File: src/osd_params.svh
`ifndef OSD_PARAMS_SVH
`define OSD_PARAMS_SVH
`define OSD_ADDR_STATUS 8'h10
`define OSD_ADDR_CFG 8'h11
`define OSD_ADDR_COUNT 8'h12
`define OSD_STATUS_RESET 8'h00
`define OSD_CFG_RESET 8'h80
`define OSD_COUNT_RESET 8'h00
`define OSD_BIT_CHANGE 7
`define OSD_BIT_LOCKOUT 6
`define OSD_BIT_TILT_HI 2
`define OSD_BIT_TILT_LO 1
`define OSD_BIT_FACE 0
`define OSD_BIT_DBMODE 7
`define OSD_BIT_ENABLE 6
`define OSD_HOLD_LIMIT 14'h1400
`define OSD_LOCK_LIMIT 14'h0800
`endif

File: src/osd_pkg.sv
package osd_pkg;
  typedef enum logic [1:0] {
    OSD_PORTRAIT_UP = 2'h0,
    OSD_PORTRAIT_DOWN = 2'h1,
    OSD_LANDSCAPE_RIGHT = 2'h2,
    OSD_LANDSCAPE_LEFT = 2'h3
  } osd_tilt_t;
  typedef struct packed {
    logic lockout;
    osd_tilt_t tilt;
    logic face;
  } osd_orient_t;
  typedef struct packed {
    logic signed [13:0] x;
    logic signed [13:0] y;
    logic signed [13:0] z;
  } osd_sample_t;
  typedef enum logic [0:0] {
    OSD_IDLE,
    OSD_RUN
  } osd_state_t;
endpackage

File: src/osd_classifier.sv
`timescale 1ns/1ps
`default_nettype none
`include "osd_params.svh"
module osd_classifier
  import osd_pkg::*;
(
  input wire osd_sample_t sample_i,
  input wire logic [13:0] lock_limit_i,
  output osd_orient_t orient_o,
  output logic overload_o
);
  function automatic logic [13:0] osd_abs(input logic signed [13:0] v);
    osd_abs = v[13] ? 14'(-v) : 14'(v);
  endfunction
  logic [13:0] ax;
  logic [13:0] ay;
  logic [13:0] az;
  always_comb begin
    ax = osd_abs(sample_i.x);
    ay = osd_abs(sample_i.y);
    az = osd_abs(sample_i.z);
    // any axis above the hold limit freezes the result
    overload_o = (ax > `OSD_HOLD_LIMIT) || (ay > `OSD_HOLD_LIMIT) ||
                 (az > `OSD_HOLD_LIMIT);
    orient_o.face = sample_i.z[13];
    // lockout when the larger in-plane axis is below the lock limit
    orient_o.lockout = ((ax > ay) ? ax : ay) < lock_limit_i;
    if (ay >= ax) begin
      orient_o.tilt = sample_i.y[13] ? OSD_PORTRAIT_DOWN : OSD_PORTRAIT_UP;
    end else begin
      orient_o.tilt = sample_i.x[13] ? OSD_LANDSCAPE_LEFT : OSD_LANDSCAPE_RIGHT;
    end
  end
endmodule
`default_nettype wire

File: src/osd_top.sv
// Functional notes
// - classify into portrait up/down, landscape left/right with lockout, face up/down.
// - set change flag bit 7 when face, tilt code or lockout changes.
// - set change flag after first detection following standby to active.
// - reading status clears change flag and the orientation interrupt.
// - orientation fields keep updating while change flag is set.
// - lockout bit is 1 when z-tilt trip angle is exceeded, else 0.
// - tilt code 00 up, 01 down, 10 landscape right, 11 landscape left.
// - bit 0 shows face side, 0 front, 1 back.
// - hold orientation while any axis exceeds 1.25 g.
// - at power-up face and tilt undefined, lockout inactive.
// - detection runs only while enable bit is 1.
// - on lost condition debounce decrements in mode 0, clears in mode 1.
// - accept transition only after debounce reaches programmed count.
// - rate change or active/standby change resets debounce counters.
`timescale 1ns/1ps
`default_nettype none
`include "osd_params.svh"
module osd_top
  import osd_pkg::*;
#(
  parameter logic [13:0] LOCK_LIMIT = `OSD_LOCK_LIMIT
)
(
  input wire logic clock_i,
  input wire logic rst_n_i,
  input wire logic active_i,
  input wire logic rate_change_i,
  input wire logic sample_valid_i,
  input wire osd_sample_t sample_i,
  input wire logic [7:0] reg_addr_i,
  input wire logic reg_wr_i,
  input wire logic reg_rd_i,
  input wire logic [7:0] reg_wdata_i,
  output logic [7:0] reg_rdata_o,
  output logic orient_irq_o
);
  osd_orient_t raw;
  logic overload;
  osd_classifier u_class (
    .sample_i(sample_i),
    .lock_limit_i(LOCK_LIMIT),
    .orient_o(raw),
    .overload_o(overload)
  );

  logic [7:0] cfg;
  logic [7:0] debounce_limit;
  osd_orient_t current;
  osd_orient_t candidate;
  logic change_flag;
  logic [7:0] count;
  logic first_pending;
  logic active_d;
  osd_state_t state;
  logic [7:0] next_cfg;
  logic [7:0] next_debounce_limit;
  osd_orient_t next_current;
  osd_orient_t next_candidate;
  logic next_change_flag;
  logic [7:0] next_count;
  logic next_first_pending;
  osd_state_t next_state;
  logic [7:0] next_rdata;
  logic enable;
  logic dbmode;
  logic status_read;
  logic set_event;
  logic cfg_write;
  logic count_write;
  logic active_edge;
  logic run_ok;
  logic sample_take;
  logic limit_reached;

  // one address compare shared by the write strobes and the read-clear
  function automatic logic osd_hit(input logic [7:0] addr, input logic [7:0] target);
    osd_hit = (addr == target);
  endfunction

  // one packing for the read path, keeps spare bits 5:3 at zero
  function automatic logic [7:0] osd_status_word(input logic flag, input osd_orient_t o);
    osd_status_word = {flag, o.lockout, 3'h0, o.tilt, o.face};
  endfunction

  always_comb begin
    enable = cfg[`OSD_BIT_ENABLE];
    dbmode = cfg[`OSD_BIT_DBMODE];
    status_read = reg_rd_i && osd_hit(reg_addr_i, `OSD_ADDR_STATUS);
    cfg_write = reg_wr_i && osd_hit(reg_addr_i, `OSD_ADDR_CFG);
    count_write = reg_wr_i && osd_hit(reg_addr_i, `OSD_ADDR_COUNT);
    next_cfg = cfg;
    next_debounce_limit = debounce_limit;
    // the status register has no writable bits, so writes to it fall through
    if (cfg_write) begin
      next_cfg = reg_wdata_i;
    end
    if (count_write) begin
      next_debounce_limit = reg_wdata_i;
    end
    // unmapped addresses read as zero
    next_rdata = 8'h00;
    unique case (reg_addr_i)
      `OSD_ADDR_STATUS: next_rdata = osd_status_word(change_flag, current);
      `OSD_ADDR_CFG: next_rdata = cfg;
      `OSD_ADDR_COUNT: next_rdata = debounce_limit;
      default: next_rdata = 8'h00;
    endcase
    if (!reg_rd_i) begin
      next_rdata = reg_rdata_o;
    end
  end

  always_comb begin
    active_edge = (active_i != active_d);
    run_ok = active_i && enable;
    sample_take = sample_valid_i && !overload;
    limit_reached = (count >= debounce_limit);
    next_current = current;
    next_candidate = candidate;
    next_count = count;
    next_first_pending = first_pending;
    next_state = state;
    set_event = 1'b0;
    unique case (state)
      OSD_IDLE: begin
        // a disabled block drops samples; the counter restarts on enable
        if (run_ok) begin
          next_state = OSD_RUN;
          next_count = 8'h00;
        end
      end
      OSD_RUN: begin
        if (!run_ok) begin
          next_state = OSD_IDLE;
        end else if (sample_take) begin
          // overloaded samples neither advance nor restart the debounce
          if (first_pending) begin
            next_current = raw;
            next_candidate = raw;
            next_first_pending = 1'b0;
            set_event = 1'b1;
          end else if (raw != current) begin
            // a differing result must repeat until the count reaches the limit to replace current
            if (raw != candidate) begin
              next_candidate = raw;
              next_count = 8'h00;
            end else if (limit_reached) begin
              next_current = raw;
              next_count = 8'h00;
              set_event = 1'b1;
            end else begin
              next_count = 8'(count + 8'h01);
            end
          end else if (dbmode) begin
            next_count = 8'h00;
          end else if (count != 8'h00) begin
            next_count = 8'(count - 8'h01);
          end
        end
      end
    endcase
    // standby/active change or rate change restarts debounce
    if (active_edge || rate_change_i) begin
      next_count = 8'h00;
    end
    if (active_i && !active_d) begin
      next_first_pending = 1'b1;
    end
  end

  // register group: config and read data stand until rewritten or reread
  always_ff @(posedge clock_i or negedge rst_n_i) begin
    if (!rst_n_i) begin
      cfg <= `OSD_CFG_RESET;
      debounce_limit <= `OSD_COUNT_RESET;
      reg_rdata_o <= 8'h00;
    end else begin
      cfg <= next_cfg;
      debounce_limit <= next_debounce_limit;
      reg_rdata_o <= next_rdata;
    end
  end

  always_ff @(posedge clock_i or negedge rst_n_i) begin
    if (!rst_n_i) begin
      // lockout inactive; face and tilt carry no meaning until the first detection
      current <= '0;
      candidate <= '0;
      count <= 8'h00;
      // a reset counts as entering active, so the first result is always flagged
      first_pending <= 1'b1;
      active_d <= 1'b0;
      state <= OSD_IDLE;
    end else begin
      current <= next_current;
      candidate <= next_candidate;
      count <= next_count;
      first_pending <= next_first_pending;
      active_d <= active_i;
      state <= next_state;
    end
  end

  // flag group: the set from detection and the clear from a status read meet here
  always_comb begin
    // a new event in the read cycle survives the clear, so no change is lost
    next_change_flag = set_event ? 1'b1 : (status_read ? 1'b0 : change_flag);
  end

  always_ff @(posedge clock_i or negedge rst_n_i) begin
    if (!rst_n_i) begin
      change_flag <= 1'b0;
    end else begin
      change_flag <= next_change_flag;
    end
  end

  // the interrupt is the flag itself, so the read that clears one clears both
  assign orient_irq_o = change_flag;
endmodule
`default_nettype wire

File: config.mk
export PLATFORM = sky130hd
export DESIGN_NAME = osd_top
export DESIGN_NICKNAME = d
export VERILOG_FILES = /design/src/osd_pkg.sv /design/src/osd_classifier.sv /design/src/osd_top.sv
export VERILOG_INCLUDE_DIRS = /design/src
export SDC_FILE = /design/constraint.sdc
export NUM_CORES = 1
export LEC_CHECK = 0
export BUFFER_PORTS_ARGS = -buffer_cell sky130_fd_sc_hd__buf_2
export CAP_MARGIN = 10
export CORE_MARGIN = 1
export CORE_UTILIZATION = 45
export CTS_CLUSTER_SIZE = 25
export DETAILED_ROUTE_END_ITERATION = 10
export HOLD_SLACK_MARGIN = 0.05
export PLACE_DENSITY = 0.67
export SKIP_LAST_GASP = 1
export SLEW_MARGIN = 20
export SYNTH_ARGS = -nofsm -noshare
export SYNTH_HDL_FRONTEND = slang
export SYNTH_SLANG_ARGS = --single-unit
File: constraint.sdc
create_clock -name clock_i -period 3.5 [get_ports clock_i]
set_input_delay 0 -clock clock_i [delete_from_list [all_inputs] [get_ports clock_i]]
set_output_delay 0 -clock clock_i [all_outputs]
set_load 0.01 [all_outputs]
==> impl_results.rst, run 1 <==
.. list-table::
   :header-rows: 1

   * - Metric
     - Value
   * - PnR Total Power
     - ~0.0013 W
   * - Proportion of layout cells with a drive suffix above 1
     - between 30% and 40%
   * - Standard cell core area
     - 7890 sq um
   * - Setup clock skew after layout
     - roughly 2.6 ps
   * - Count of clock tree sinks
     - 44
   * - Critical Path Source Type
     - input port
   * - Initial antenna violation count
     - 0
   * - Count of pins over their slew limit
     - 0
   * - Overall routing resource usage
     - a little under a quarter
   * - CTS max path bufs
     - 2
   * - I/O pin count
     - 74
   * - Unrepaired setup endpoints after global routing
     - yes
   * - Count of unique library cells instantiated by Yosys
     - 67
   * - Failing checks
     - setup timing
   * - Most numerous cell types in the synthesized netlist
     - sky130_fd_sc_hd__dfrtp_1 (42), sky130_fd_sc_hd__inv_1 (28), sky130_fd_sc_hd__ha_1 (25), sky130_fd_sc_hd__mux2_2 (24), sky130_fd_sc_hd__nand2_1 (22)
   * - Nature of the critical path endpoint
     - flop
   * - Global-route wire length before repair
     - roughly 17 mm
   * - Power density over the cells
     - 253 nW/um^2
   * - Ys Warns
     - 0
   * - Transition time at the pin with the least slew margin
     - 1010 ps
   * - Number of placement rows
     - 32
   * - Y dimension of the die
     - approximately 93 um
   * - Number of nets still failing antenna checks after routing
     - 0
   * - Average wire length per cell after detail routing
     - roughly 16 um
   * - Via Count
     - ~3700
   * - Clock Tree Root
     - sky130_fd_sc_hd__clkbuf_8
   * - Placer congestion estimate
     - around 0.89
   * - Post-layout net count
     - 640
   * - Met2 demand-to-capacity share in global routing
     - about two fifths
   * - TritonCTS clock tree
     - done
   * - Most frequent cell after synthesis
     - sky130_fd_sc_hd__dfrtp_1
   * - Max FO, Critical Path
     - 5
   * - Die Outline Area
     - roughly 8700 sq um
   * - Die W
     - just over 90 um
   * - Vias in the first global route
     - 3541
   * - Finished layout cell area
     - approximately 5100 sq um
   * - Number of enable-type register cells in the synthesized netlist
     - 0
   * - Detailed-route wire length
     - around 10 mm
   * - Area share of the largest cell type after synthesis
     - between 20 and 30%
   * - Crit path setup slack, layout
     - -237 ps
   * - Cell type with the highest aggregate area in the netlist
     - sky130_fd_sc_hd__dfrtp_1
   * - Final antenna diode count
     - 0
   * - Initial detailed-routing violation count
     - 206
   * - DR vias/cell
     - about 5.6
   * - Shortest period the worst path allows
     - around 3700 ps
   * - GRT met3 Usage
     - 3.01%
   * - Relative max-transition margin
     - 32.4%
   * - DP Area
     - between 4000 and 5000 sq um
   * - Mean cell area of the mapped netlist
     - 9.21 sq um
   * - Layout overhead on the synthesized area
     - 36.2%
   * - Area of the multi-input gates
     - 2670 sq um
   * - DP HPWL
     - roughly 7.6 mm
   * - Clock latency reported for the late side of the worst-skew pair
     - roughly 300 ps
   * - Maximum number of pins on one net before global-route repair
     - between 40 and 50
   * - Top Usage Layer GRT
     - met2
   * - Crit share post-route
     - 107%
   * - Type of the most critical hold path
     - in2reg
   * - Register bit count reported by yosys
     - 44
   * - Static leakage
     - around 2.4 nW
   * - Worst path arrival time
     - just under 4000 ps
   * - Post-synthesis instance area
     - ~3700 sq um
   * - Number of port buffers
     - 73
   * - Synth top area cells
     - sky130_fd_sc_hd__dfrtp_1 (28%), sky130_fd_sc_hd__ha_1 (8.3%), sky130_fd_sc_hd__mux2_2 (7.2%)
   * - Global route overflow
     - 0
   * - Total CTS buffers
     - 5
   * - Proportion of synthesized flip-flops having asynchronous set or reset
     - 100%
   * - Maximum clock frequency
     - 0.268 GHz
   * - Initial Util
     - between 40 and 50%
   * - Pre-Repair DR Iteration Count
     - 4
   * - Cells after Synth
     - a little over 400
   * - Fill count
     - about 650
   * - Worst Setup Path Type
     - in2reg
   * - Met1 routing resource usage after global routing
     - 32.3%
   * - Clock slew seen by the registers of the worst setup and hold paths
     - ~90 ps
   * - Net count of the mapped netlist
     - ~500
   * - Post-synthesis sequential area ratio
     - between 20% and 30%
   * - Maximum resistive drop on vdd
     - 135 uV
   * - DRC violation count after routing
     - 0
   * - Number of maximum-capacitance constraint violations
     - 0
   * - Critical path required time
     - roughly 3700 ps
   * - H-tree depth reported by CTS
     - 2
   * - Total count of hold-check failures in the final report
     - 0
   * - Final setup violation count
     - 17
   * - Run status
     - finished, violations left
   * - Area taken by flip-flops and latches
     - 1100 sq um
   * - Dominant synthesized flop cell
     - sky130_fd_sc_hd__dfrtp_1
[cell type report]
type	count	area share, %
clock buffers	6	1.42
clock inverters	2	0.245
inverters	28	2.06
multi-input cells	319	52.3
flip-flops and latches	44	21.6
well taps	102	2.50
repair buffers	152	19.8
[sequential cells by signal, summed over array words and instances (netlist names)]
register,count
current,4
state,1
first_pending,1
cfg,8
candidate,4
count,8
orient_irq_o,1
debounce_limit,8
active_d,1
reg_rdata_o,8
[metrics by stage]
step	utilization (%)	instances	setup slack [ps]	setup TNS (ps)	hold WS, ps
2_1_floorplan	-	407	-407	-5410	-296
3_3_place_gp	59.4	626	-572	-8600	151
3_5_place_dp	59.4	626	-657	-9830	154
4_1_cts	63.4	649	-174	-1700	51.2
5_1_grt	64.8	653	-337	-5040	52.3
6_report	64.8	653	-237	-2970	40.9
[what timing repair did]
item | in CTS | in global routing
setup endpoints to repair | 17 | 17
pin swaps | 15 | 12
resized for setup | 15 | 17
hold buffers | 11 | 0
hold endpoints to repair | 63 | 0
buffers inserted | 5 | 5
[path summary, 6_finish.rpt]
check | from | end | slack (ps) | cells past startpoint
setup / recovery | sample_i[17] | current[1] | -240 | 17
hold / removal | sample_i[13] | candidate[0] | 40 | 3
setup reg to reg | count[0] | count[5] | 580 | 13
hold reg to reg | cfg[2] | cfg[2] | 520 | 1
max in group asynchronous | rst_n_i | count[5] | 2470 | 2
min in group asynchronous | rst_n_i | reg_rdata_o[2] | 410 | 2
[per-layer routing]
| metal | vias up | routed length, um |
|---|---|---|
| li1 | 1786 | - |
| met5 | - | 0 |
| met4 | 0 | 90 |
| met1 | 1765 | 4780 |
| met2 | 104 | 4800 |
| met3 | 13 | 473 |
[critical path: stages]
cell                        delay, ps
sky130_fd_sc_hd__buf_6             90
sky130_fd_sc_hd__or4_4            520
sky130_fd_sc_hd__or2_4            270
sky130_fd_sc_hd__nand2_4          100
sky130_fd_sc_hd__xor2_4           190
sky130_fd_sc_hd__ha_4             230
sky130_fd_sc_hd__a21o_1           150
sky130_fd_sc_hd__a21o_1           150
sky130_fd_sc_hd__a21o_1           150
sky130_fd_sc_hd__maj3_2           330
sky130_fd_sc_hd__a2111oi_4        410
sky130_fd_sc_hd__a211o_4          240
sky130_fd_sc_hd__mux2i_4          290
sky130_fd_sc_hd__o21ai_4          100
sky130_fd_sc_hd__nand2b_4         150
sky130_fd_sc_hd__a21oi_4          240
sky130_fd_sc_hd__mux2_4           320
[where the power goes]
group | internal (W) | switching (W)
Clock | 0.000140 | 0.000191
Combinational | 0.000217 | 0.000217
Sequential | 0.000518 | 0.00000790
Total | 0.000875 | 0.000415
[cell usage in the layout, fill, tap and decap left out, types with 5 or more instances in the layout]
master	netlist	final
sky130_fd_sc_hd__clkbuf_8	0	5
sky130_fd_sc_hd__nand3_1	17	17
sky130_fd_sc_hd__nand2b_1	10	9
sky130_fd_sc_hd__mux2i_1	10	9
sky130_fd_sc_hd__dfrtp_1	42	42
sky130_fd_sc_hd__buf_2	2	71
sky130_fd_sc_hd__xor2_1	15	13
sky130_fd_sc_hd__buf_4	1	64
sky130_fd_sc_hd__o22ai_1	5	5
sky130_fd_sc_hd__xnor2_1	21	21
sky130_fd_sc_hd__a21oi_1	16	15
sky130_fd_sc_hd__buf_6	1	6
sky130_fd_sc_hd__o21ai_0	15	12
sky130_fd_sc_hd__or3_1	9	9
sky130_fd_sc_hd__inv_1	28	27
sky130_fd_sc_hd__nor2b_1	6	6
sky130_fd_sc_hd__nor2_1	19	18
sky130_fd_sc_hd__nor3_1	5	5
sky130_fd_sc_hd__nand4_1	5	5
sky130_fd_sc_hd__o31ai_1	12	9
sky130_fd_sc_hd__a21o_1	7	7
sky130_fd_sc_hd__nand2_1	22	21
sky130_fd_sc_hd__mux2_2	24	20
sky130_fd_sc_hd__ha_1	25	23
sky130_fd_sc_hd__and3_1	5	5
sky130_fd_sc_hd__dlygate4sd3_1	0	11
sky130_fd_sc_hd__nor4_1	8	7
[kinds of logic (layout without fill, tap and decap cells)]
family                     Yosys count  after routing  share of synthesized area [%]
AOI/OAI and AO/OA                   90             90                           18.5
and+or+nand+nor                    131            131                           19.4
xor gates and xnor gates            37             37                           8.84
muxes                               35             35                           10.5
adders and majority gates           26             26                           8.61
buffers and inverters               44            188                           4.77
DFF                                 44             44                           29.4
Note: power is estimated with default switching activity, not from simulation.
==> inputs of run 2 (changes only) <==
--- a/config.mk
+++ b/config.mk
@@ -15,7 +15,6 @@
 export HOLD_SLACK_MARGIN = 0.05
 export PLACE_DENSITY = 0.67
 export SKIP_LAST_GASP = 1
-export SLEW_MARGIN = 20
 export SYNTH_ARGS = -nofsm -noshare
 export SYNTH_HDL_FRONTEND = slang
 export SYNTH_SLANG_ARGS = --single-unit
==> constraint.sdc (replaced) <==
create_clock -name clock_i -period 4.1 [get_ports clock_i]
set_input_delay 0 -clock clock_i [delete_from_list [all_inputs] [get_ports clock_i]]
set_output_delay 0 -clock clock_i [all_outputs]
set_load 0.01 [all_outputs]
==> run 2 against run 1 <==
  * Largest cell class unchanged
  * Worst hold slack improved by 53 ps
  * Highest routed layer unchanged
  * Setup slack improved by 370 ps
  * Largest power group unchanged
  * The flow now finishes without violations
  * Critical path depth increased by 2
  * Cell count decreased by 4.6%
  * Global-route usage decreased by 0.59 points
==> impl_results.rst, run 2 (same netlist as run 1, synthesis figures left out) <==
.. list-table::
   :header-rows: 1

   * - Metric
     - Value
   * - Nature of the critical path endpoint
     - flop
   * - Depth of the most critical reg-to-reg path
     - 13 (unchanged)
   * - Relative max-transition margin
     - 34.0% (+1.6 points)
   * - Overall routing resource usage
     - 23.3% (-0.59 points)
   * - Initial detailed-routing violation count
     - 115 (-44%)
   * - DP Cell Count
     - 600 (-4.2%)
   * - Max FO, Critical Path
     - 5 (unchanged)
   * - Power density over the cells
     - 233 nW/um^2 (-7.8%)
   * - Worst path arrival time
     - 4180 ps (+250 ps)
   * - Initial antenna violation count
     - 0 (unchanged)
   * - H-tree depth reported by CTS
     - 2 (unchanged)
   * - Die W
     - 93.3 um (unchanged)
   * - Unrepaired setup endpoints after global routing
     - no
   * - Clock Tree Root
     - sky130_fd_sc_hd__clkbuf_8
   * - Layout Cells excl Fill
     - 623 (-4.6%)
   * - TritonCTS clock tree
     - done
   * - Setup clock skew after layout
     - 7.10 ps (+4.54 ps)
   * - Count of clock tree sinks
     - 44 (unchanged)
   * - Layout Utilization
     - 60.1% (-4.7 points)
   * - DP HPWL
     - 7.53 mm (-0.95%)
   * - Number of nets still failing antenna checks after routing
     - 0 (unchanged)
   * - Most common library cell in the layout ignoring fill and taps
     - sky130_fd_sc_hd__buf_2
   * - WHS
     - 93.9 ps (+52.9 ps)
   * - Y dimension of the die
     - 93.3 um (unchanged)
   * - Worst Setup Path Type
     - in2reg
   * - Crit share post-route
     - 96.8%
   * - CTS max path bufs
     - 2 (unchanged)
   * - Vias in the first global route
     - 3529 (-0.34%)
   * - Die Outline Area
     - 8700 sq um (unchanged)
   * - Transition time at the pin with the least slew margin
     - 989 ps (-24.1 ps)
   * - Global route overflow
     - 0 (unchanged)
   * - Placer congestion estimate
     - 0.889 (-0.64%)
   * - I/O pin count
     - 74 (unchanged)
   * - Total count of hold-check failures in the final report
     - 0 (unchanged)
   * - Global-route wire length before repair
     - 16.1 mm (-2.6%)
   * - Maximum clock frequency
     - 0.252 GHz
   * - Worst-case setup slack after placement
     - -228 ps (+429 ps)
   * - Initial Util
     - 47.5% (unchanged)
   * - Number of port buffers
     - 73 (unchanged)
   * - Crit path setup slack, layout
     - 133 ps (+369 ps)
   * - Via Count
     - 3509 (-4.3%)
   * - Final setup violation count
     - 0 (-17)
   * - Shortest period the worst path allows
     - approximately 4000 ps
   * - Fill count
     - 695 (+6.6%)
   * - Clock slew seen by the registers of the worst setup and hold paths
     - 90 ps (about the same)
   * - Final antenna diode count
     - 0 (unchanged)
   * - Layout overhead on the synthesized area
     - 26.4%
   * - Final-layout setup total negative slack
     - 0 ps (+2970 ps)
   * - Total CTS buffers
     - 5 (unchanged)
   * - DR vias/cell
     - 5.63 (+0.27%)
   * - Most used cells in the layout excluding fill and tap cells
     - sky130_fd_sc_hd__buf_2 (73), sky130_fd_sc_hd__dfrtp_1 (42), sky130_fd_sc_hd__buf_4 (34)
   * - Critical path required time
     - 4310 ps (+620 ps)
   * - Maximum resistive drop on vdd
     - 124 uV (-8.6%)
   * - Pre-Repair DR Iteration Count
     - 4 (unchanged)
   * - Maximum number of pins on one net before global-route repair
     - 45 (unchanged)
   * - Average wire length per cell after detail routing
     - 15.4 um (-1.2%)
   * - DRC violation count after routing
     - 0 (unchanged)
   * - Number of maximum-capacitance constraint violations
     - 0 (unchanged)
   * - Proportion of layout cells with a drive suffix above 1
     - 32.1% (-6.4 points)
   * - Type of the most critical hold path
     - in2reg
   * - Clock latency reported for the late side of the worst-skew pair
     - 300 ps (about the same)
   * - Detailed-route wire length
     - 9.56 mm (-5.7%)
   * - Critical Path Source Type
     - input port
   * - Count of pins over their slew limit
     - 0 (unchanged)
   * - Run status
     - finished clean
   * - Number of placement rows
     - 32 (unchanged)
   * - Standard cell core area
     - 7890 sq um (unchanged)
   * - Post-layout net count
     - 610 (-4.7%)
   * - Static leakage
     - 2.20 nW (-6.9%)
   * - Count of cells along the worst hold path
     - 4 (+1)
==> run 2: cell count changes in the layout (fill, tap and decap cells not counted), sizes merged <==
cell and change:
clkbuf -1, bufinv +1, inv +1, dlygate4sd3 +1, buf -31, clkinv -1
==> run 2: what timing repair did <==
item,4_1_cts,5_1_grt
hold buffers,12,0
endpoints found under the setup margin,0,12
endpoints found under the hold margin,63,0
gates resized for setup,0,8
buffers inserted,0,3
==> run 2: through the flow <==
| stage | cell area (sq um) | power [W] |
|---|---|---|
| CTS | 4690 | 0.00111 |
| global placement | 4460 | 0.000746 |
| finish | 4740 | 0.00110 |
| global route | 4740 | 0.00117 |
| detailed placement | 4460 | 0.000755 |
| floorplan | 3790 | 0.000637 |
==> run 2: final cells by class <==
| class | instances | area (sq um) | area share (%) |
|---|---|---|---|
| flip-flops and latches | 44 | 1100 | 23.3 |
| inverters | 28 | 105 | 2.22 |
| clock inverters | 3 | 46.3 | 0.977 |
| clock buffers | 5 | 68.8 | 1.45 |
| multi-input cells | 319 | 2510 | 53.0 |
| well taps | 102 | 128 | 2.69 |
| repair buffers | 122 | 774 | 16.3 |
==> run 2: final timing paths <==
| path | end | slack, ps | start |
|---|---|---|---|
| setup / recovery | current[2] | 130 | sample_i[17] |
| hold / removal | reg_rdata_o[4] | 90 | reg_addr_i[6] |
| setup reg to reg | count[5] | 1250 | count[0] |
| hold reg to reg | cfg[3] | 510 | cfg[3] |
| max in group asynchronous | debounce_limit[4] | 3090 | rst_n_i |
| min in group asynchronous | count[7] | 400 | rst_n_i |
==> run 2: routing by layer <==
layer	track usage, %	up-vias	share of wire, %
li1	-	1722	-
met1	27.6	1696	42
met2	42.6	73	53
met3	2.93	18	2.8
met4	8.97	0	2.7
met5	0	-	0
==> run 2: worst max-delay path: stages <==
cell and delay (ps):
sky130_fd_sc_hd__buf_2 100, sky130_fd_sc_hd__or4_1 540, sky130_fd_sc_hd__or2_4 270, sky130_fd_sc_hd__nand2_2 80, sky130_fd_sc_hd__xor2_1 160, sky130_fd_sc_hd__ha_1 270
sky130_fd_sc_hd__a21o_1 190, sky130_fd_sc_hd__a21o_1 170, sky130_fd_sc_hd__a21o_1 180, sky130_fd_sc_hd__maj3_1 370, sky130_fd_sc_hd__a2111oi_2 310, sky130_fd_sc_hd__a211o_1 220
sky130_fd_sc_hd__buf_6 150, sky130_fd_sc_hd__mux2i_4 270, sky130_fd_sc_hd__o21ai_4 90, sky130_fd_sc_hd__nand2b_4 150, sky130_fd_sc_hd__a21oi_4 230, sky130_fd_sc_hd__buf_6 140
sky130_fd_sc_hd__mux2i_2 250
==> run 2: power breakdown <==
part | internal [W] | switching [W] | leakage [nW] | total [W]
Clock | 0.000184 | 0.000159 | 0.0548 | 0.000343
Sequential | 0.000443 | 0.00000681 | 0.597 | 0.000449
Combinational | 0.000150 | 0.000162 | 1.55 | 0.000312
Total | 0.000776 | 0.000328 | 2.20 | 0.00110
